### src/inc/nhrh_pkg.sv
// Shared constants and carrier types for the host reply handshake block
package nhrh_pkg;

    // ========================================================================
    // Bus geometry
    localparam int          NHRH_IDX_W      = 16;
    localparam int          NHRH_ADR_W      = 18;
    localparam int          NHRH_DAT_W      = 32;

    // ========================================================================
    // Register indices, byte address is four times the index
    localparam logic [15:0] NHRH_IDX_CSW    = 16'hFFDA;
    localparam logic [15:0] NHRH_IDX_IRQST  = 16'hFFE0;
    localparam logic [15:0] NHRH_IDX_IRQMSK = 16'hFFE2;
    localparam logic [15:0] NHRH_IDX_BLEN   = 16'hFFE8;
    localparam logic [15:0] NHRH_IDX_REPLY  = 16'hFFEA;
    localparam logic [15:0] NHRH_IDX_FID    = 16'hFFEC;

    // ========================================================================
    // Reply control field positions
    localparam int          NHRH_REPLY_W    = 4;
    localparam int          NHRH_BIT_SERV   = 0;
    localparam int          NHRH_BIT_EXIST  = 1;
    localparam int          NHRH_BIT_CUSTOM = 2;
    localparam int          NHRH_BIT_EXTRA  = 3;

    // ========================================================================
    // Interrupt status and mask layout
    localparam int          NHRH_IRQ_W      = 2;
    localparam int          NHRH_IRQ_GEN    = 0;
    localparam int          NHRH_IRQ_PREF   = 1;

    // ========================================================================
    // Reset values and default status words
    localparam logic [15:0] NHRH_RST_REG    = 16'h0000;
    localparam logic [15:0] NHRH_SW_OK      = 16'h9000;
    localparam logic [15:0] NHRH_SW_NOFILE  = 16'h6A82;

    typedef enum logic [1:0] {
        NHRH_CMD_SELECT,
        NHRH_CMD_READ,
        NHRH_CMD_UPDATE
    } nhrh_cmd_e;

    // Request handed in by the reader-facing engine
    typedef struct packed {
        nhrh_cmd_e   cmd;
        logic [15:0] fid;
        logic [15:0] len;
    } nhrh_req_s;

    // Answer handed back to the reader-facing engine
    typedef struct packed {
        logic [15:0] sw;
        logic        file_found;
    } nhrh_rsp_s;

    // One register access decoded from the bus
    typedef struct packed {
        logic        wr;
        logic [1:0]  be;
        logic [15:0] idx;
        logic [15:0] wdat;
    } nhrh_acc_s;

endpackage

### src/nhrh_host_reply.sv
// Host reply handshake register bank of a dynamic type 4 tag
//
// Implementation choice: the Wishbone register port.
`timescale 1ns/1ns
`default_nettype none
module nhrh_host_reply
    import nhrh_pkg::*;
(
    input  wire logic                  clk_i,
    input  wire logic                  rst_i,
    // Wishbone slave
    input  wire logic                  cyc_i,
    input  wire logic                  stb_i,
    input  wire logic                  we_i,
    input  wire logic [NHRH_ADR_W-1:0] adr_i,
    input  wire logic [3:0]            sel_i,
    input  wire logic [NHRH_DAT_W-1:0] dat_i,
    output logic                       ack_o,
    output logic [NHRH_DAT_W-1:0]      dat_o,
    // Reader-facing engine
    input  wire logic                  req_valid_i,
    input  wire nhrh_req_s             req_i,
    output logic                       req_ready_o,
    input  wire logic                  prefetch_i,
    output logic                       rsp_valid_o,
    output nhrh_rsp_s                  rsp_o,
    output logic                       buf_grow_o,
    // Interrupt
    output logic                       irq_o
);
    typedef enum logic {
        NHRH_ST_IDLE,
        NHRH_ST_WAIT_HOST
    } nhrh_state_e;

    typedef struct packed {
        nhrh_state_e             fsm;
        logic [NHRH_REPLY_W-1:0] reply;
        logic [15:0]             blen;
        logic [15:0]             fid;
        logic [15:0]             csw;
        logic [NHRH_IRQ_W-1:0]   mask;
        nhrh_cmd_e               cmd;
        logic                    pf_armed;
        logic                    pf_pending;
        logic                    ready;
        logic                    rsp_valid;
        nhrh_rsp_s               rsp;
        logic                    grow;
    } nhrh_main_s;

    nhrh_main_s            s;
    nhrh_main_s            next_s;
    nhrh_acc_s             acc;
    logic [15:0]           rdata;
    logic [NHRH_IRQ_W-1:0] irq_set;
    logic [NHRH_IRQ_W-1:0] irq_clr;
    logic [NHRH_IRQ_W-1:0] irq_stat;
    logic                  req_take;
    logic                  pf_take;
    logic                  serve;

    // ========================================================================
    // Bus front end and interrupt flags
    nhrh_wb_front u_front (
        .clk_i   (clk_i),
        .rst_i   (rst_i),
        .cyc_i   (cyc_i),
        .stb_i   (stb_i),
        .we_i    (we_i),
        .adr_i   (adr_i),
        .sel_i   (sel_i),
        .dat_i   (dat_i),
        .rdata_i (rdata),
        .ack_o   (ack_o),
        .dat_o   (dat_o),
        .acc_o   (acc)
    );

    nhrh_irq #(
        .W (NHRH_IRQ_W)
    ) u_irq (
        .clk_i  (clk_i),
        .rst_i  (rst_i),
        .set_i  (irq_set),
        .clr_i  (irq_clr),
        .mask_i (s.mask),
        .stat_o (irq_stat),
        .irq_o  (irq_o)
    );

    // ========================================================================
    // Read data mux; unmapped indices read zero
    always_comb begin
        rdata = 16'h0000;
        case (acc.idx)
            NHRH_IDX_CSW:    rdata = s.csw;
            NHRH_IDX_IRQST:  rdata = {14'h0000, irq_stat};
            NHRH_IDX_IRQMSK: rdata = {14'h0000, s.mask};
            NHRH_IDX_BLEN:   rdata = s.blen;
            NHRH_IDX_REPLY:  rdata = {12'h000, s.reply};
            NHRH_IDX_FID:    rdata = s.fid;
            default:         rdata = 16'h0000;
        endcase
    end

    // ========================================================================
    // Event qualification
    always_comb begin
        req_take = req_valid_i && s.ready;
        // Prefetch counts only after a read answer, with its enable set; a new request cancels it
        pf_take  = prefetch_i && s.pf_armed && s.mask[NHRH_IRQ_PREF] && !req_take;
        // Reply fields are looked at only once serviced reads one
        serve    = (s.fsm == NHRH_ST_WAIT_HOST) && s.reply[NHRH_BIT_SERV];
        irq_set  = '0;
        irq_set[NHRH_IRQ_GEN]  = req_take;
        irq_set[NHRH_IRQ_PREF] = pf_take;
        irq_clr  = (acc.wr && acc.be[0] && acc.idx == NHRH_IDX_IRQST)
                   ? acc.wdat[NHRH_IRQ_W-1:0] : '0;
    end

    // ========================================================================
    // Next state: hardware actions first, software writes last
    always_comb begin
        next_s           = s;
        next_s.rsp_valid = 1'b0;
        next_s.grow      = 1'b0;

        unique case (s.fsm)
            NHRH_ST_IDLE: begin
                if (req_take) begin
                    // Capture the request and hand it to the host
                    next_s.cmd      = req_i.cmd;
                    next_s.fid      = req_i.fid;
                    next_s.blen     = req_i.len;
                    next_s.reply[NHRH_BIT_SERV] = 1'b0;
                    next_s.pf_armed = 1'b0;
                    next_s.ready    = 1'b0;
                    next_s.fsm      = NHRH_ST_WAIT_HOST;
                end else if (pf_take) begin
                    // Host now decides on extra data for the running read
                    next_s.reply[NHRH_BIT_SERV] = 1'b0;
                    next_s.pf_armed   = 1'b0;
                    next_s.pf_pending = 1'b1;
                    next_s.ready      = 1'b0;
                    next_s.fsm        = NHRH_ST_WAIT_HOST;
                end
            end
            NHRH_ST_WAIT_HOST: begin
                if (serve) begin
                    next_s.reply[NHRH_BIT_SERV] = 1'b0;
                    next_s.ready = 1'b1;
                    next_s.fsm   = NHRH_ST_IDLE;
                    if (s.pf_pending) begin
                        // Extra data means the buffer grew during transmission
                        next_s.grow       = s.reply[NHRH_BIT_EXTRA];
                        next_s.pf_pending = 1'b0;
                    end else begin
                        next_s.rsp_valid      = 1'b1;
                        next_s.rsp.file_found = s.reply[NHRH_BIT_EXIST];
                        if (s.reply[NHRH_BIT_CUSTOM]) begin
                            next_s.rsp.sw = s.csw;
                        end else if (s.cmd == NHRH_CMD_SELECT && !s.reply[NHRH_BIT_EXIST]) begin
                            next_s.rsp.sw = NHRH_SW_NOFILE;
                        end else begin
                            next_s.rsp.sw = NHRH_SW_OK;
                        end
                        // Only a read answer can be followed by a prefetch
                        next_s.pf_armed = (s.cmd == NHRH_CMD_READ);
                    end
                end
            end
        endcase

        // Software writes land last so a set of serviced beats the hardware clear
        if (acc.wr) begin
            case (acc.idx)
                NHRH_IDX_REPLY: begin
                    if (acc.be[0]) begin
                        next_s.reply = acc.wdat[NHRH_REPLY_W-1:0];
                    end
                end
                NHRH_IDX_BLEN: begin
                    if (acc.be[0]) begin
                        next_s.blen[7:0] = acc.wdat[7:0];
                    end
                    if (acc.be[1]) begin
                        next_s.blen[15:8] = acc.wdat[15:8];
                    end
                end
                NHRH_IDX_FID: begin
                    if (acc.be[0]) begin
                        next_s.fid[7:0] = acc.wdat[7:0];
                    end
                    if (acc.be[1]) begin
                        next_s.fid[15:8] = acc.wdat[15:8];
                    end
                end
                NHRH_IDX_CSW: begin
                    if (acc.be[0]) begin
                        next_s.csw[7:0] = acc.wdat[7:0];
                    end
                    if (acc.be[1]) begin
                        next_s.csw[15:8] = acc.wdat[15:8];
                    end
                end
                NHRH_IDX_IRQMSK: begin
                    if (acc.be[0]) begin
                        next_s.mask = acc.wdat[NHRH_IRQ_W-1:0];
                    end
                end
                default: begin
                end
            endcase
        end
    end

    // ========================================================================
    // State register
    always_ff @(posedge clk_i) begin
        if (rst_i) begin
            s       <= '0;
            s.blen  <= NHRH_RST_REG;
            s.fid   <= NHRH_RST_REG;
            s.csw   <= NHRH_RST_REG;
            s.ready <= 1'b1;
        end else begin
            s <= next_s;
        end
    end

    assign req_ready_o = s.ready;
    assign rsp_valid_o = s.rsp_valid;
    assign rsp_o       = s.rsp;
    assign buf_grow_o  = s.grow;
endmodule
`default_nettype wire

### src/nhrh_irq.sv
// Sticky event flags with write-one-to-clear and a masked level interrupt
`timescale 1ns/1ns
`default_nettype none
module nhrh_irq
    import nhrh_pkg::*;
#(
    parameter int W = NHRH_IRQ_W
)(
    input  wire logic         clk_i,
    input  wire logic         rst_i,
    input  wire logic [W-1:0] set_i,
    input  wire logic [W-1:0] clr_i,
    input  wire logic [W-1:0] mask_i,
    output logic [W-1:0]      stat_o,
    output logic              irq_o
);
    typedef struct packed {
        logic [W-1:0] stat;
        logic         irq;
    } nhrh_irq_s;

    nhrh_irq_s    s;
    nhrh_irq_s    next_s;
    logic [W-1:0] next_bit;

    // ========================================================================
    // Set beats clear so an event in the clearing cycle survives
    for (genvar i = 0; i < W; i++) begin : g_flag
        assign next_bit[i] = set_i[i] || (s.stat[i] && !clr_i[i]);
    end

    always_comb begin
        next_s.stat = next_bit;
        next_s.irq  = |(next_bit & mask_i);
    end

    always_ff @(posedge clk_i) begin
        if (rst_i) begin
            s <= '0;
        end else begin
            s <= next_s;
        end
    end

    assign stat_o = s.stat;
    assign irq_o  = s.irq;
endmodule
`default_nettype wire

### src/nhrh_wb_front.sv
// Classic Wishbone slave front end for the reply handshake registers
`timescale 1ns/1ns
`default_nettype none
module nhrh_wb_front
    import nhrh_pkg::*;
(
    input  wire logic                  clk_i,
    input  wire logic                  rst_i,
    input  wire logic                  cyc_i,
    input  wire logic                  stb_i,
    input  wire logic                  we_i,
    input  wire logic [NHRH_ADR_W-1:0] adr_i,
    input  wire logic [3:0]            sel_i,
    input  wire logic [NHRH_DAT_W-1:0] dat_i,
    input  wire logic [15:0]           rdata_i,
    output logic                       ack_o,
    output logic [NHRH_DAT_W-1:0]      dat_o,
    output nhrh_acc_s                  acc_o
);
    typedef struct packed {
        logic                  ack;
        logic [NHRH_DAT_W-1:0] dat;
    } nhrh_front_s;

    nhrh_front_s s;
    nhrh_front_s next_s;
    logic        take;

    // ========================================================================
    // Decode, one access per request; ack gating keeps a held request single
    always_comb begin
        take         = cyc_i && stb_i && !s.ack;
        acc_o.wr     = take && we_i;
        acc_o.be     = sel_i[1:0];
        acc_o.idx    = adr_i[NHRH_ADR_W-1:2];
        acc_o.wdat   = dat_i[15:0];
        next_s.ack   = take;
        next_s.dat   = take ? {16'h0000, rdata_i} : s.dat;
    end

    always_ff @(posedge clk_i) begin
        if (rst_i) begin
            s <= '0;
        end else begin
            s <= next_s;
        end
    end

    assign ack_o = s.ack;
    assign dat_o = s.dat;
endmodule
`default_nettype wire

### config.mk
export PLATFORM = sky130hd
export DESIGN_NAME = nhrh_host_reply
export DESIGN_NICKNAME = d
export VERILOG_FILES = /design/src/inc/nhrh_pkg.sv /design/src/nhrh_host_reply.sv /design/src/nhrh_irq.sv /design/src/nhrh_wb_front.sv
export SDC_FILE = /design/constraint.sdc
export NUM_CORES = 1
export LEC_CHECK = 0
export ABC_AREA = 1
export BUFFER_PORTS_ARGS = -buffer_cell sky130_fd_sc_hd__buf_2
export CORE_UTILIZATION = 35
export DETAILED_ROUTE_END_ITERATION = 8
export MAX_ROUTING_LAYER = met4
export PLACE_DENSITY = 0.57
export RECOVER_POWER = 100
export SLEW_MARGIN = 5
export SYNTH_ARGS = -nofsm -noshare
export SYNTH_HDL_FRONTEND = slang
export SYNTH_SLANG_ARGS = --single-unit
### constraint.sdc
create_clock -name clk_i -period 2 [get_ports clk_i]
set_clock_uncertainty 0.05 [all_clocks]
set_input_delay 0.1 -clock clk_i [delete_from_list [all_inputs] [get_ports clk_i]]
set_output_delay 0.1 -clock clk_i [all_outputs]
set_load 0.05 [all_outputs]
Yosys cells after proc, flatten, opt, wreduce, memory -nomap -nowiden
Index checks and enable logic that the tools add are counted.
W data, S select, Z words.
{ "totals": {"reg_bits": 99, "input_bits": 95, "out_inout_bits": 54} }
{ "classes": {"n_eq_ne": 12, "mux": 37, "bitwise": 4, "reduce_logical": 33} }
{ "ops": {"columns": ["op", "n"], "rows": [
  ["$eq A16 B16 Y1 const B", 6],
  ["$pmux W16 S6", 1],
  ["$mux W16", 5],
  ["$mux W32", 2],
  ["$mux W51", 1],
  ["$mux W8", 6],
  ["$mux W22", 1],
  ["$reduce_and A3 Y1", 7],
  ["$mux W18", 1],
  ["$logic_and A1 B1 Y1", 13],
  ["$mux W1", 13],
  ["$mux W2", 3],
  ["$ne A2 B2 Y1 const B", 3],
  ["$pmux W3 S2", 1],
  ["$logic_not A1 Y1", 5],
  ["$pmux W1 S2", 2],
  ["$reduce_and A2 Y1", 2],
  ["$reduce_or A4 Y1", 1],
  ["$mux W3", 1],
  ["$ne A3 B3 Y1 const B", 1],
  ["$not A1 Y1", 3],
  ["$reduce_or A3 Y1", 1],
  ["$and A2 B2 Y2", 1],
  ["$eq A2 B1 Y1 const B", 1],
  ["other kinds (4)", 5]
]} }

Logic depth before layout (Yosys ltp)
Gate-level depths: netlist of run 1.
{ "depth": {"depth_word": 11, "ltp_mapped": 12, "depth_no_buf": 11} }

Hierarchy
Synthesis of run 1 repeated with hierarchy kept, for this count alone.
{ "hier_totals": {"hier_cells": 832, "area_unflattened_um2": 5381.4} }
{ "by_module_without_submodules": {"columns": ["mod", "instances", "cells_per_inst", "area_per_inst_um2"], "rows": [
  ["nhrh_host_reply", 1, 657, 4175.3],
  ["nhrh_wb_front", 1, 158, 1088.5],
  ["nhrh_irq", 1, 17, 117.6]
]} }

Worst setup path after synthesis of run 1
No wires, ideal clock.
{ "synth_timing": {"kind": "register to register", "from": "register s, in the netlist req_ready_o", "to": "register s[42] (netlist name)", "setup_time_ps": 120, "arrival_time_ps": 1668, "t_required_ps": 1830, "path_slack_ps": 162, "path_stages_with_launch": 9, "n_path_buf": 1, "path_cell_list": "dfxtp_1 > nand2_1 > nor2_2 > inv_2 > clkbuf_1 > nand2_1 > nand2_1 > o21ai_0 > a21oi_1"} }
{ "synth_via": {"elab_chain_cells": 6} }
{ "synth_rtl": {"columns": ["item", "line", "rtl"], "rows": [
  ["start: declaration", "nhrh_host_reply.sv:52", "nhrh_main_s s;"],
  ["start signal: assignment", "nhrh_host_reply.sv:228", "s <= next_s;"],
  ["$logic_and A1 B1 Y1 *", "nhrh_host_reply.sv:110", "req_take = req_valid_i && s.ready;"],
  ["$mux W32 *", "nhrh_host_reply.sv:131", "if (req_take) begin"],
  ["$mux W32 *", "nhrh_host_reply.sv:129", "unique case (s.fsm)"],
  ["$mux W8", "nhrh_host_reply.sv:192", "if (acc.be[0]) begin"],
  ["$mux W16", "nhrh_host_reply.sv:177", "case (acc.idx)"],
  ["$mux W51 *", "nhrh_host_reply.sv:176", "if (acc.wr) begin"]
]} }
Mark *: on every way between the ends. The rest lies on a longest branch, timed or not.
A chain may end at the register's enable or synchronous reset.

Worst setup path in the final report of run 1
{ "layout_timing": {"from": "register u_front.s, in the netlist u_front.ack_o", "to": "register s[37] (netlist name)"} }
{ "layout_via": {"elab_chain_cells": 4} }
{ "layout_rtl": {"columns": ["item", "line", "rtl"], "rows": [
  ["start: declaration", "nhrh_wb_front.sv:25", "nhrh_front_s s;"],
  ["start signal: assignment", "nhrh_wb_front.sv:45", "s <= next_s;"],
  ["$logic_not A1 Y1", "nhrh_wb_front.sv:32", "take = cyc_i && stb_i && !s.ack;"],
  ["$logic_and A1 B1 Y1", "nhrh_wb_front.sv:32", null],
  ["$logic_and A1 B1 Y1", "nhrh_wb_front.sv:33", "acc_o.wr = take && we_i;"],
  ["$reduce_and A3 Y1 (no source line)", null, null]
]} }
Every way passes these cells.

==> impl_metrics.xml, run 1 <==
<?xml version="1.0" encoding="UTF-8"?>
<metrics>
  <group name="sta">
    <metric name="final_count_of_hold_timing_violations" unit="">0</metric>
    <metric name="timing.final.max_slew_violations" unit="">0</metric>
    <metric name="rsz_0062_raised_after_global_routing" unit="">no</metric>
    <metric name="fin_tns_setup" unit="ns">0</metric>
    <metric name="final.min_clock_period" unit="ns">1.772</metric>
    <metric name="timing.final.crit_share" unit="">0.8859</metric>
    <metric name="timing.fmax" unit="MHz">564.4</metric>
    <metric name="tightestPinTransition" unit="ns">0.6303</metric>
    <metric name="relSlewSlack" unit="">0.5816</metric>
    <metric name="timing.final.setup_violations" unit="">0</metric>
  </group>
  <group name="synthesis">
    <metric name="mappedNetlistArea" unit="um2">4877</metric>
    <metric name="synthArstFlopShare" unit="">0</metric>
    <metric name="synth-edff-count" unit="">0</metric>
    <metric name="ys_ff_latch" unit="">99</metric>
    <metric name="synth_cell_type_count" unit="">30</metric>
    <metric name="ys_dominant_reg_cell" unit="">dfxtp_1</metric>
    <metric name="synthCells" unit="">690</metric>
    <metric name="synth-warning-count" unit="">0</metric>
    <metric name="synth.yosys.seq_area_share" unit="">0.4064</metric>
    <metric name="post_synth.cell_area_avg" unit="um2">7.068</metric>
  </group>
  <group name="cells_and_area">
    <metric name="antennaDiodeCount" unit="">0</metric>
    <metric name="layout.cells.most_common_list" unit="">nand2_1 (212), dfxtp_1 (99), a21oi_1 (80)</metric>
    <metric name="final.fill_count" unit="">1443</metric>
    <metric name="layout.cell_area.non_filler" unit="um2">5587</metric>
    <metric name="area.sequential" unit="um2">1982</metric>
    <metric name="final_nets" unit="">873</metric>
    <metric name="multi_input_gate_area_in_the_final_layout" unit="um2">2281</metric>
    <metric name="layout_commonest_cell" unit="">nand2_1</metric>
    <metric name="area.growth.synth_to_final" unit="%">14.55</metric>
    <metric name="final_layout_size_suffix_gt1_frac" unit="">0.1609</metric>
  </group>
  <group name="global_route">
    <metric name="grt_start_max_net_pins" unit="">55</metric>
    <metric name="grt_pass1_wl" unit="um">20330</metric>
    <metric name="antenna_found_initial" unit="">0</metric>
    <metric name="grt_overflow_total" unit="">0</metric>
    <metric name="first_global_vias" unit="">4084</metric>
    <metric name="grt_util_all_layers" unit="">0.1842</metric>
  </group>
  <group name="cts">
    <metric name="clk_transition_reported_paths" unit="ns">0.07</metric>
    <metric name="tritoncts_num_sinks" unit="">99</metric>
    <metric name="cts_max_path_buffers" unit="">2</metric>
    <metric name="cts_buffers" unit="">9</metric>
    <metric name="cts_tree" unit="">built</metric>
    <metric name="cell_chosen_for_the_clock_root" unit="">clkbuf_16</metric>
    <metric name="htreeDepth" unit="">3</metric>
    <metric name="clk_latency" unit="ns">0.34</metric>
    <metric name="cts_hold_repair.buffers" unit="">6</metric>
    <metric name="number_of_buffers_added_for_setup_after_cts" unit="">0</metric>
    <metric name="cts-resized-gates" unit="">0</metric>
  </group>
  <group name="critical_path">
    <metric name="crit_path_class" unit="">register to register</metric>
    <metric name="timing.rr.start" unit="">u_front.ack_o</metric>
    <metric name="startpoint_type" unit="">register</metric>
    <metric name="cpMaxStageDelayCell" unit="">dfxtp_1</metric>
    <metric name="crit_required" unit="ns">2.16</metric>
    <metric name="worst_r2r_endpoint" unit="">s[37]</metric>
    <metric name="worst_path_largest_cell_delay" unit="ns">0.33</metric>
    <metric name="crit_path_cell_trace" unit="">nor2_1, inv_4, nor2_8, nand2_4, nor2_4, inv_1, nand2_1, a21oi_1</metric>
    <metric name="critical_path_peak_fanout" unit="">13</metric>
    <metric name="cp.arrival" unit="ns">1.93</metric>
    <metric name="worstSetupStartpoint" unit="">u_front.ack_o</metric>
    <metric name="rr_worst_depth" unit="">8</metric>
    <metric name="timing.reg2reg.setup_slack" unit="ns">0.23</metric>
    <metric name="endpoint_kind" unit="">register</metric>
    <metric name="critical_path_sink" unit="">s[37]</metric>
  </group>
  <group name="placed_design">
    <metric name="gpl.final_weighted_congestion" unit="">0.8929</metric>
    <metric name="dpl.hpwl" unit="um">9640</metric>
    <metric name="postPlaceCellArea" unit="um2">5346</metric>
    <metric name="io_buffer_count" unit="">112</metric>
  </group>
  <group name="pwr">
    <metric name="vdd_ir_drop_max" unit="V">0.0003846</metric>
    <metric name="power.switching_fraction" unit="">0.2708</metric>
    <metric name="total_switching_power" unit="mW">1.124</metric>
    <metric name="share_clk_of_total_power" unit="">0.392</metric>
    <metric name="power.share.sequential" unit="">0.497</metric>
    <metric name="leakage" unit="nW">2.439</metric>
    <metric name="comb_power_share" unit="">0.111</metric>
    <metric name="p_int" unit="mW">3.025</metric>
    <metric name="power.density" unit="nW/um2">742.6</metric>
  </group>
  <group name="floorplanning">
    <metric name="floorplan.initialDensity" unit="">0.3640</metric>
    <metric name="dieWidth" unit="um">120.0</metric>
    <metric name="boundary_pins" unit="">149</metric>
    <metric name="core_area" unit="um2">13400</metric>
    <metric name="die_y" unit="um">120.0</metric>
    <metric name="floorplan.die_area" unit="um2">14410</metric>
    <metric name="num_rows" unit="">42</metric>
  </group>
  <group name="detailed_routing">
    <metric name="routed_length_per_placed_instance" unit="um">13.25</metric>
    <metric name="post-route-drc-count" unit="">0</metric>
    <metric name="route.detailed.vias_per_inst" unit="">4.624</metric>
    <metric name="drt_pass1_iterations" unit="">5</metric>
    <metric name="drtAntennaViolNets" unit="">0</metric>
    <metric name="num_vias" unit="">4434</metric>
    <metric name="first_iter_violations" unit="">250</metric>
    <metric name="wirelength" unit="um">12700</metric>
  </group>
  <group name="flow_run">
    <metric name="maxCapViolations" unit="">0</metric>
  </group>
  <group name="status">
    <metric name="outcome" unit="">complete, no violations</metric>
  </group>
  <group name="worst_hold_path">
    <metric name="min_path_type" unit="">primary input to register</metric>
  </group>
</metrics>
[synth_stat cells (3+ instances only)]
master | count | area (um2)
nand2_1 | 212 | 795.8
dfxtp_1 | 99 | 1982
a21oi_1 | 80 | 400.4
inv_1 | 48 | 180.2
nand3_1 | 46 | 230.2
o21ai_0 | 45 | 225.2
buf_4 | 35 | 262.8
nor2_1 | 35 | 131.4
clkbuf_1 | 18 | 67.56
o21ai_1 | 10 | 50.05
nor2_2 | 8 | 50.05
a211oi_1 | 7 | 52.55
buf_6 | 7 | 78.83
nor2_4 | 6 | 67.56
a211oi_2 | 4 | 50.05
inv_2 | 4 | 15.01
nor2_8 | 4 | 80.08
nor3_1 | 4 | 20.02
buf_2 | 3 | 15.01
nand2_4 | 3 | 33.78
[power by group through the flow]
stage | Sequential (mW) | Clock (mW) | Combinational [mW]
finish | 2.06 | 1.63 | 0.460
global route | 2.07 | 1.75 | 0.514
CTS | 2.06 | 1.66 | 0.470
detailed placement | 2.11 | 0 | 0.460
global placement | 2.11 | 0 | 0.451
floorplan | 2.11 | 0 | 0.318
[metrics by stage]
step	worst slack (ns)	util	total power [mW]	hold slack [ns]	std cells
6_report	0.2281	0.4169	4.149	0.01863	959
5_1_grt	0.07257	0.4169	4.329	0.02105	959
4_1_cts	0.3062	0.4242	4.191	0.008189	959
3_5_place_dp	0.3322	0.3990	2.565	0.3236	937
3_3_place_gp	0.3736	0.3990	2.557	0.3252	937
2_1_floorplan	0.1620	-	2.429	0.1972	705
[flip-flops by register name, indices dropped and copies added, names as in the netlist]
register / cells
u_front.ack_o: 1
rsp_valid_o: 1
u_front.dat_o: 16
u_irq.irq_o: 1
buf_grow_o: 1
req_ready_o: 1
u_irq.stat_o: 2
s: 59
rsp_o: 17
[worst max-delay path, delay by kind of cell, from the launching register on]
kind,cells,cell delay (ns)
buffers and inverters,2,0.24
AND/OR/NAND/NOR,5,0.97
flip-flops,1,0.33
AO/OA/AOI/OAI,1,0.05
[how the worst min path moves through the flow]
stage / start / cells after the start / slack, ns / endpoint
5_1_grt: dat_i[10] / 3 / 0.02 / s[52]
2_1_floorplan: dat_i[1] / 2 / 0.20 / s[25]
3_5_place_dp: dat_i[11] / 3 / 0.32 / s[37]
6_report: dat_i[6] / 3 / 0.02 / s[48]
3_3_place_gp: dat_i[11] / 3 / 0.33 / s[37]
4_1_cts: dat_i[5] / 3 / 0.008 / s[63]
[layout make-up]
cell class | count | share of cell area
Inverter | 53 | 0.03606
Clock buffer | 10 | 0.04099
Clock inverter | 6 | 0.008735
Sequential cell | 99 | 0.3548
Multi-Input combinational cell | 489 | 0.4083
Timing Repair Buffer | 126 | 0.1118
Tap cell | 176 | 0.03942
[kinds of logic (layout without fill, tap and decap cells)]
kind of cell | after synthesis | after routing | synth area share
other | 1 | 16 | 0.0007689
and+or+nand+nor | 323 | 323 | 0.2981
DFF | 99 | 99 | 0.4064
buffers and inverters | 117 | 195 | 0.1290
AOI/OAI and AO/OA | 150 | 150 | 0.1657
[routing by layer]
layer,routed length (um),GRT usage
met3,645,0.02899
met2,5482,0.2733
met4,184,0.05469
met1,6391,0.2561
met5,0,-
Note: power is estimated with default switching activity, not from simulation.
==> run 2: changes to the inputs <==
CORE_MARGIN = 2   (was not set)
CORE_UTILIZATION = 52   (was 35)
PLACE_DENSITY = 0.8   (was 0.57)
==> impl_metrics.xml, run 2 (same netlist as run 1, synthesis figures left out) <==
<?xml version="1.0" encoding="UTF-8"?>
<metrics>
  <group name="sta">
    <metric name="timing.final.setup_violations" unit="">0</metric>
    <metric name="tightestPinTransition" unit="ns">0.8399</metric>
    <metric name="rsz_0062_raised_after_global_routing" unit="">no</metric>
    <metric name="setup_slack" unit="ns">0.3053</metric>
    <metric name="timing.final.crit_share" unit="">0.8474</metric>
    <metric name="fin_tns_setup" unit="ns">0</metric>
    <metric name="final.min_clock_period" unit="ns">1.695</metric>
    <metric name="timing.final.max_slew_violations" unit="">0</metric>
    <metric name="timing.fmax" unit="MHz">590.1</metric>
    <metric name="relSlewSlack" unit="">0.4401</metric>
    <metric name="final_count_of_hold_timing_violations" unit="">0</metric>
  </group>
  <group name="placed_design">
    <metric name="io_buffer_count" unit="">112</metric>
    <metric name="dpl.hpwl" unit="um">9041</metric>
    <metric name="gpl.final_weighted_congestion" unit="">0.9127</metric>
    <metric name="postPlaceCellArea" unit="um2">5263</metric>
    <metric name="pre_cts_slack" unit="ns">0.3352</metric>
  </group>
  <group name="cts">
    <metric name="tritoncts_num_sinks" unit="">99</metric>
    <metric name="htreeDepth" unit="">3</metric>
    <metric name="cts_buffers" unit="">9</metric>
    <metric name="clk_transition_reported_paths" unit="ns">0.09</metric>
    <metric name="cts_tree" unit="">built</metric>
    <metric name="cts_max_path_buffers" unit="">2</metric>
    <metric name="cell_chosen_for_the_clock_root" unit="">clkbuf_8</metric>
    <metric name="clk_latency" unit="ns">0.35</metric>
  </group>
  <group name="global_route">
    <metric name="antenna_found_initial" unit="">0</metric>
    <metric name="grt_overflow_total" unit="">0</metric>
    <metric name="grt_pass1_wl" unit="um">19740</metric>
    <metric name="grt_start_max_net_pins" unit="">55</metric>
    <metric name="grt_util_all_layers" unit="">0.2500</metric>
    <metric name="first_global_vias" unit="">4245</metric>
  </group>
  <group name="cells_and_area">
    <metric name="final_layout_size_suffix_gt1_frac" unit="">0.1582</metric>
    <metric name="utilization" unit="">0.6019</metric>
    <metric name="final_nets" unit="">876</metric>
    <metric name="layout_commonest_cell" unit="">nand2_1</metric>
    <metric name="antennaDiodeCount" unit="">0</metric>
    <metric name="layout.cell_area.non_filler" unit="um2">5509</metric>
    <metric name="largest-register" unit="">s</metric>
    <metric name="layout.cells.most_common_list" unit="">nand2_1 (212), dfxtp_1 (99), a21oi_1 (80)</metric>
    <metric name="area.growth.synth_to_final" unit="%">12.96</metric>
    <metric name="largest_register_ffs" unit="">59</metric>
  </group>
  <group name="detailed_routing">
    <metric name="route.detailed.vias_per_inst" unit="">5.183</metric>
    <metric name="post-route-drc-count" unit="">0</metric>
    <metric name="wirelength" unit="um">12190</metric>
    <metric name="routed_length_per_placed_instance" unit="um">13.62</metric>
    <metric name="first_iter_violations" unit="">388</metric>
    <metric name="drtAntennaViolNets" unit="">0</metric>
    <metric name="drt_pass1_iterations" unit="">5</metric>
    <metric name="num_vias" unit="">4639</metric>
  </group>
  <group name="flow_run">
    <metric name="maxCapViolations" unit="">0</metric>
  </group>
  <group name="status">
    <metric name="outcome" unit="">complete, no violations</metric>
  </group>
  <group name="critical_path">
    <metric name="endpoint_kind" unit="">register</metric>
    <metric name="crit_path_class" unit="">register to register</metric>
    <metric name="worst_r2r_endpoint" unit="">s[31]</metric>
    <metric name="timing.reg2reg.setup_slack" unit="ns">0.31</metric>
    <metric name="crit_required" unit="ns">2.21</metric>
    <metric name="rr_worst_depth" unit="">7</metric>
    <metric name="cp.arrival" unit="ns">1.90</metric>
    <metric name="timing.rr.start" unit="">u_front.ack_o</metric>
    <metric name="startpoint_type" unit="">register</metric>
    <metric name="critical_path_peak_fanout" unit="">16</metric>
  </group>
  <group name="worst_hold_path">
    <metric name="timing.hold.worst_endpoint" unit="">s[49]</metric>
    <metric name="hold_path_startpoint" unit="">dat_i[7]</metric>
    <metric name="min_path_type" unit="">primary input to register</metric>
    <metric name="hold-path-cell-count" unit="">3</metric>
  </group>
  <group name="floorplanning">
    <metric name="floorplan.die_area" unit="um2">10170</metric>
    <metric name="num_rows" unit="">35</metric>
    <metric name="boundary_pins" unit="">149</metric>
    <metric name="dieWidth" unit="um">100.8</metric>
    <metric name="die_y" unit="um">100.8</metric>
    <metric name="core_area" unit="um2">9153</metric>
    <metric name="floorplan.initialDensity" unit="">0.5329</metric>
  </group>
  <group name="pwr">
    <metric name="leakage" unit="nW">2.514</metric>
    <metric name="design_power_total" unit="mW">3.923</metric>
    <metric name="power.density" unit="nW/um2">712.2</metric>
    <metric name="vdd_ir_drop_max" unit="V">0.0004249</metric>
  </group>
</metrics>
==> run 2: cell count changes in the layout (fill, tap and decap cells not counted), sizes merged <==
cell / previous run / this run
dlygate4sd3: 6 / 11
bufinv: 0 / 2
clkinv: 2 / 1
inv: 55 / 53
clkinvlp: 2 / 1
clkbuf: 51 / 49
==> run 2: timing repair <==
action	CTS	global route
resized for setup	0	0
hold buffers	11	0
hold endpoints to repair	20	0
buffers inserted	0	0
==> run 2: critical path, stage by stage (launching register included) <==
cell and delay [ns]:
dfxtp_1 0.34, nor2_4 0.15, inv_4 0.12, nor2_8 0.12, nand2_2 0.24, nor2_8 0.31
nor2_1 0.09, a211oi_1 0.19
==> run 2: stage by stage <==
stage,instances,hold slack (ns)
3_5_place_dp,870,0.3318
4_1_cts,895,0.009039
3_3_place_gp,870,0.3315
2_1_floorplan,705,0.1972
6_report,895,0.01161
5_1_grt,895,0.02037
==> run 2: cell type report <==
cell class	count	area [um2]
Fill cell	877	3643
Multi-Input combinational cell	489	2296
Sequential cell	99	1982
Timing Repair Buffer	129	676.9
Inverter	53	201.4
Tap cell	111	138.9
Clock buffer	10	137.6
Clock inverter	4	76.32
==> run 2: how the worst max path moves through the flow <==
stage / startpoint / endpoint / slack, ns
finish: u_front.ack_o / s[31] / 0.31
global route: u_front.ack_o / s[75] / 0.16
floorplan: req_ready_o / s[42] / 0.16
global placement: adr_i[2] / u_front.dat_o[15] / 0.41
detailed placement: adr_i[17] / s[38] / 0.34
CTS: u_front.ack_o / s[38] / 0.35
==> run 2: routing by layer <==
layer	vias up	global-route usage	wire length (um)
li1	2363	-	-
met5	-	-	0
met3	21	0.03398	889
met2	197	0.3790	5400
met4	0	0.07798	201
met1	2058	0.3469	5701
==> run 2: power by group <==
group / switching, mW / internal (mW) / leakage, nW
Combinational: 0.316 / 0.150 / 1.61
Clock: 0.669 / 0.728 / 0.104
Sequential: 0.0349 / 2.03 / 0.803
==> run 3: changes to the inputs <==
CORE_UTILIZATION = 47   (was 52)
PLACE_DENSITY = 0.76   (was 0.8)
clock period = 1.55 ns   (was 2 ns; I/O delays follow)
==> impl_metrics.xml, run 3 (same netlist as run 1, synthesis figures left out) <==
<?xml version="1.0" encoding="UTF-8"?>
<metrics>
  <group name="global_route">
    <metric name="grt_util_all_layers" unit="">0.2357</metric>
    <metric name="grt_start_max_net_pins" unit="">35</metric>
    <metric name="grt_pass1_wl" unit="um">20500</metric>
    <metric name="antenna_found_initial" unit="">0</metric>
    <metric name="first_global_vias" unit="">4236</metric>
    <metric name="grt_overflow_total" unit="">0</metric>
  </group>
  <group name="placed_design">
    <metric name="gpl.final_weighted_congestion" unit="">0.9643</metric>
    <metric name="io_buffer_count" unit="">112</metric>
    <metric name="dpl.hpwl" unit="um">9569</metric>
  </group>
  <group name="critical_path">
    <metric name="rr_worst_depth" unit="">7</metric>
    <metric name="crit_path_cell_trace" unit="">nor2_4, inv_4, nor2_8, nand2_8, nor2_8, nor2_1, a211oi_1</metric>
    <metric name="cpMaxStageDelayCell" unit="">dfxtp_2</metric>
    <metric name="crit_required" unit="ns">1.76</metric>
    <metric name="critical_path_buffer_and_inverter_count" unit="">1</metric>
    <metric name="timing.rr.start" unit="">u_front.ack_o</metric>
    <metric name="critical-path-top-cell-by-count" unit="">nor2_8</metric>
    <metric name="critical_path_sink" unit="">s[31]</metric>
    <metric name="cp.arrival" unit="ns">1.76</metric>
    <metric name="worstSetupStartpoint" unit="">u_front.ack_o</metric>
    <metric name="crit_path_class" unit="">register to register</metric>
    <metric name="timing.reg2reg.setup_slack" unit="ns">0.0003</metric>
    <metric name="worst_path_largest_cell_delay" unit="ns">0.34</metric>
    <metric name="crit_family" unit="">simple AND/OR/NAND/NOR gates</metric>
    <metric name="worst_r2r_endpoint" unit="">s[31]</metric>
    <metric name="critical_path_peak_fanout" unit="">16</metric>
    <metric name="wp_depth" unit="">7</metric>
    <metric name="startpoint_type" unit="">register</metric>
    <metric name="endpoint_kind" unit="">register</metric>
  </group>
  <group name="sta">
    <metric name="final_count_of_hold_timing_violations" unit="">0</metric>
    <metric name="tightestPinTransition" unit="ns">0.6310</metric>
    <metric name="timing.final.setup_violations" unit="">0</metric>
    <metric name="timing.fmax" unit="MHz">645.3</metric>
    <metric name="timing.final.crit_share" unit="">0.9998</metric>
    <metric name="final.min_clock_period" unit="ns">1.550</metric>
    <metric name="timing.final.max_slew_violations" unit="">0</metric>
    <metric name="relSlewSlack" unit="">0.5811</metric>
    <metric name="final.hold.worst_slack" unit="ns">0.01747</metric>
  </group>
  <group name="cts">
    <metric name="clk_latency" unit="ns">0.37</metric>
    <metric name="cts_buffers" unit="">9</metric>
    <metric name="clk_transition_reported_paths" unit="ns">0.10</metric>
    <metric name="cell_chosen_for_the_clock_root" unit="">clkbuf_8</metric>
    <metric name="htreeDepth" unit="">3</metric>
    <metric name="cts_max_path_buffers" unit="">2</metric>
    <metric name="tritoncts_num_sinks" unit="">99</metric>
    <metric name="cts_tree" unit="">built</metric>
  </group>
  <group name="floorplanning">
    <metric name="boundary_pins" unit="">149</metric>
    <metric name="floorplan.initialDensity" unit="">0.4789</metric>
    <metric name="floorplan.die_area" unit="um2">11210</metric>
    <metric name="num_rows" unit="">37</metric>
    <metric name="core_area" unit="um2">10180</metric>
    <metric name="dieWidth" unit="um">105.9</metric>
    <metric name="die_y" unit="um">105.9</metric>
  </group>
  <group name="cells_and_area">
    <metric name="final.fill_count" unit="">996</metric>
    <metric name="layout_commonest_cell" unit="">nand2_1</metric>
    <metric name="largest-register" unit="">s</metric>
    <metric name="final_nets" unit="">897</metric>
    <metric name="largest_register_ffs" unit="">59</metric>
    <metric name="layout.cells.most_common_list" unit="">nand2_1 (212), dfxtp_1 (96), a21oi_1 (80)</metric>
    <metric name="area.growth.synth_to_final" unit="%">18.65</metric>
    <metric name="antennaDiodeCount" unit="">0</metric>
    <metric name="utilization" unit="">0.5682</metric>
    <metric name="multi_input_gate_area_in_the_final_layout" unit="um2">2327</metric>
    <metric name="final_layout_size_suffix_gt1_frac" unit="">0.1797</metric>
    <metric name="area.sequential" unit="um2">1991</metric>
  </group>
  <group name="status">
    <metric name="outcome" unit="">complete, no violations</metric>
  </group>
  <group name="worst_hold_path">
    <metric name="min_path_type" unit="">primary input to register</metric>
  </group>
  <group name="pwr">
    <metric name="vdd_ir_drop_max" unit="V">0.0003893</metric>
    <metric name="leakage" unit="nW">2.624</metric>
    <metric name="power.density" unit="nW/um2">874.4</metric>
  </group>
  <group name="detailed_routing">
    <metric name="first_iter_violations" unit="">289</metric>
    <metric name="drtAntennaViolNets" unit="">0</metric>
    <metric name="wirelength" unit="um">12990</metric>
    <metric name="routed_length_per_placed_instance" unit="um">13.77</metric>
    <metric name="post-route-drc-count" unit="">0</metric>
    <metric name="route.detailed.vias_per_inst" unit="">5.007</metric>
    <metric name="num_vias" unit="">4722</metric>
    <metric name="drt_pass1_iterations" unit="">9</metric>
  </group>
  <group name="flow_run">
    <metric name="maxCapViolations" unit="">0</metric>
  </group>
</metrics>
-- run 3: cell types whose count changed in the layout (fill, tap and decap cells not counted), sizes merged --
cell,delta
buf,+11
clkbuf,+7
dlygate4sd3,+6
bufinv,-2
inv,+2
clkinv,-1
-- run 3: worst reg2reg max path, cell delays in order, from the launching register on --
cell and delay (ns):
dfxtp_2 0.34, nor2_4 0.13, inv_4 0.07, nor2_8 0.13
nand2_8 0.12, nor2_8 0.25, nor2_1 0.08, a211oi_1 0.27
-- run 3: repair_timing --
item                                    in CTS  in global routing
hold endpoints to repair                    41                  0
gates resized for setup                      1                  7
pin swaps                                    0                  4
buffers inserted                             0                  6
endpoints found under the setup margin       1                 39
hold buffers                                17                  0
-- run 3: routing by layer --
metal,part of all wire,GRT usage
met1,0.48,0.3283
met2,0.45,0.3544
met3,0.060,0.03030
met4,0.016,0.08083
met5,0,-
-- run 3: how the worst min path moves through the flow --
stage / from / endpoint / slack, ns / cells past startpoint
4_1_cts: req_i[21] / s[47] / 0.01 / 5
2_1_floorplan: dat_i[1] / s[25] / 0.17 / 2
3_3_place_gp: dat_i[11] / s[37] / 0.31 / 3
6_report: req_i[21] / s[47] / 0.02 / 5
3_5_place_dp: dat_i[11] / s[37] / 0.31 / 3
5_1_grt: req_i[21] / s[47] / 0.03 / 5
-- run 3: metrics by stage --
| stage | setup WS [ns] | instance area (um2) | total power, mW | cells | TNS, ns |
|---|---|---|---|---|---|
| finish | 0.0003190 | 5787 | 5.060 | 943 | 0 |
| global route | -0.1003 | 5787 | 5.247 | 943 | -0.1003 |
| CTS | 0.01089 | 5759 | 5.062 | 937 | 0 |
| detailed placement | 0.01710 | 5371 | 3.314 | 904 | 0 |
| global placement | 0.07414 | 5371 | 3.294 | 904 | 0 |
| floorplan | 0.02912 | 4943 | 3.138 | 705 | 0 |
-- run 3: layout make-up --
cell class | count | share of cell area
tap | 136 | 0.02941
multi-input combinational | 489 | 0.4022
timing repair buffer | 150 | 0.1520
sequential | 99 | 0.3440
clock buffer | 13 | 0.03286
inverter | 53 | 0.03524
clock inverter | 3 | 0.004324
-- run 3: where the power goes --
| group | internal [mW] | switching [mW] | total [mW] | leakage (nW) |
|---|---|---|---|---|
| combinational | 0.216 | 0.424 | 0.640 | 1.71 |
| clock | 0.826 | 0.932 | 1.76 | 0.108 |
| sequential | 2.61 | 0.0471 | 2.66 | 0.804 |
| total | 3.66 | 1.40 | 5.06 | 2.62 |
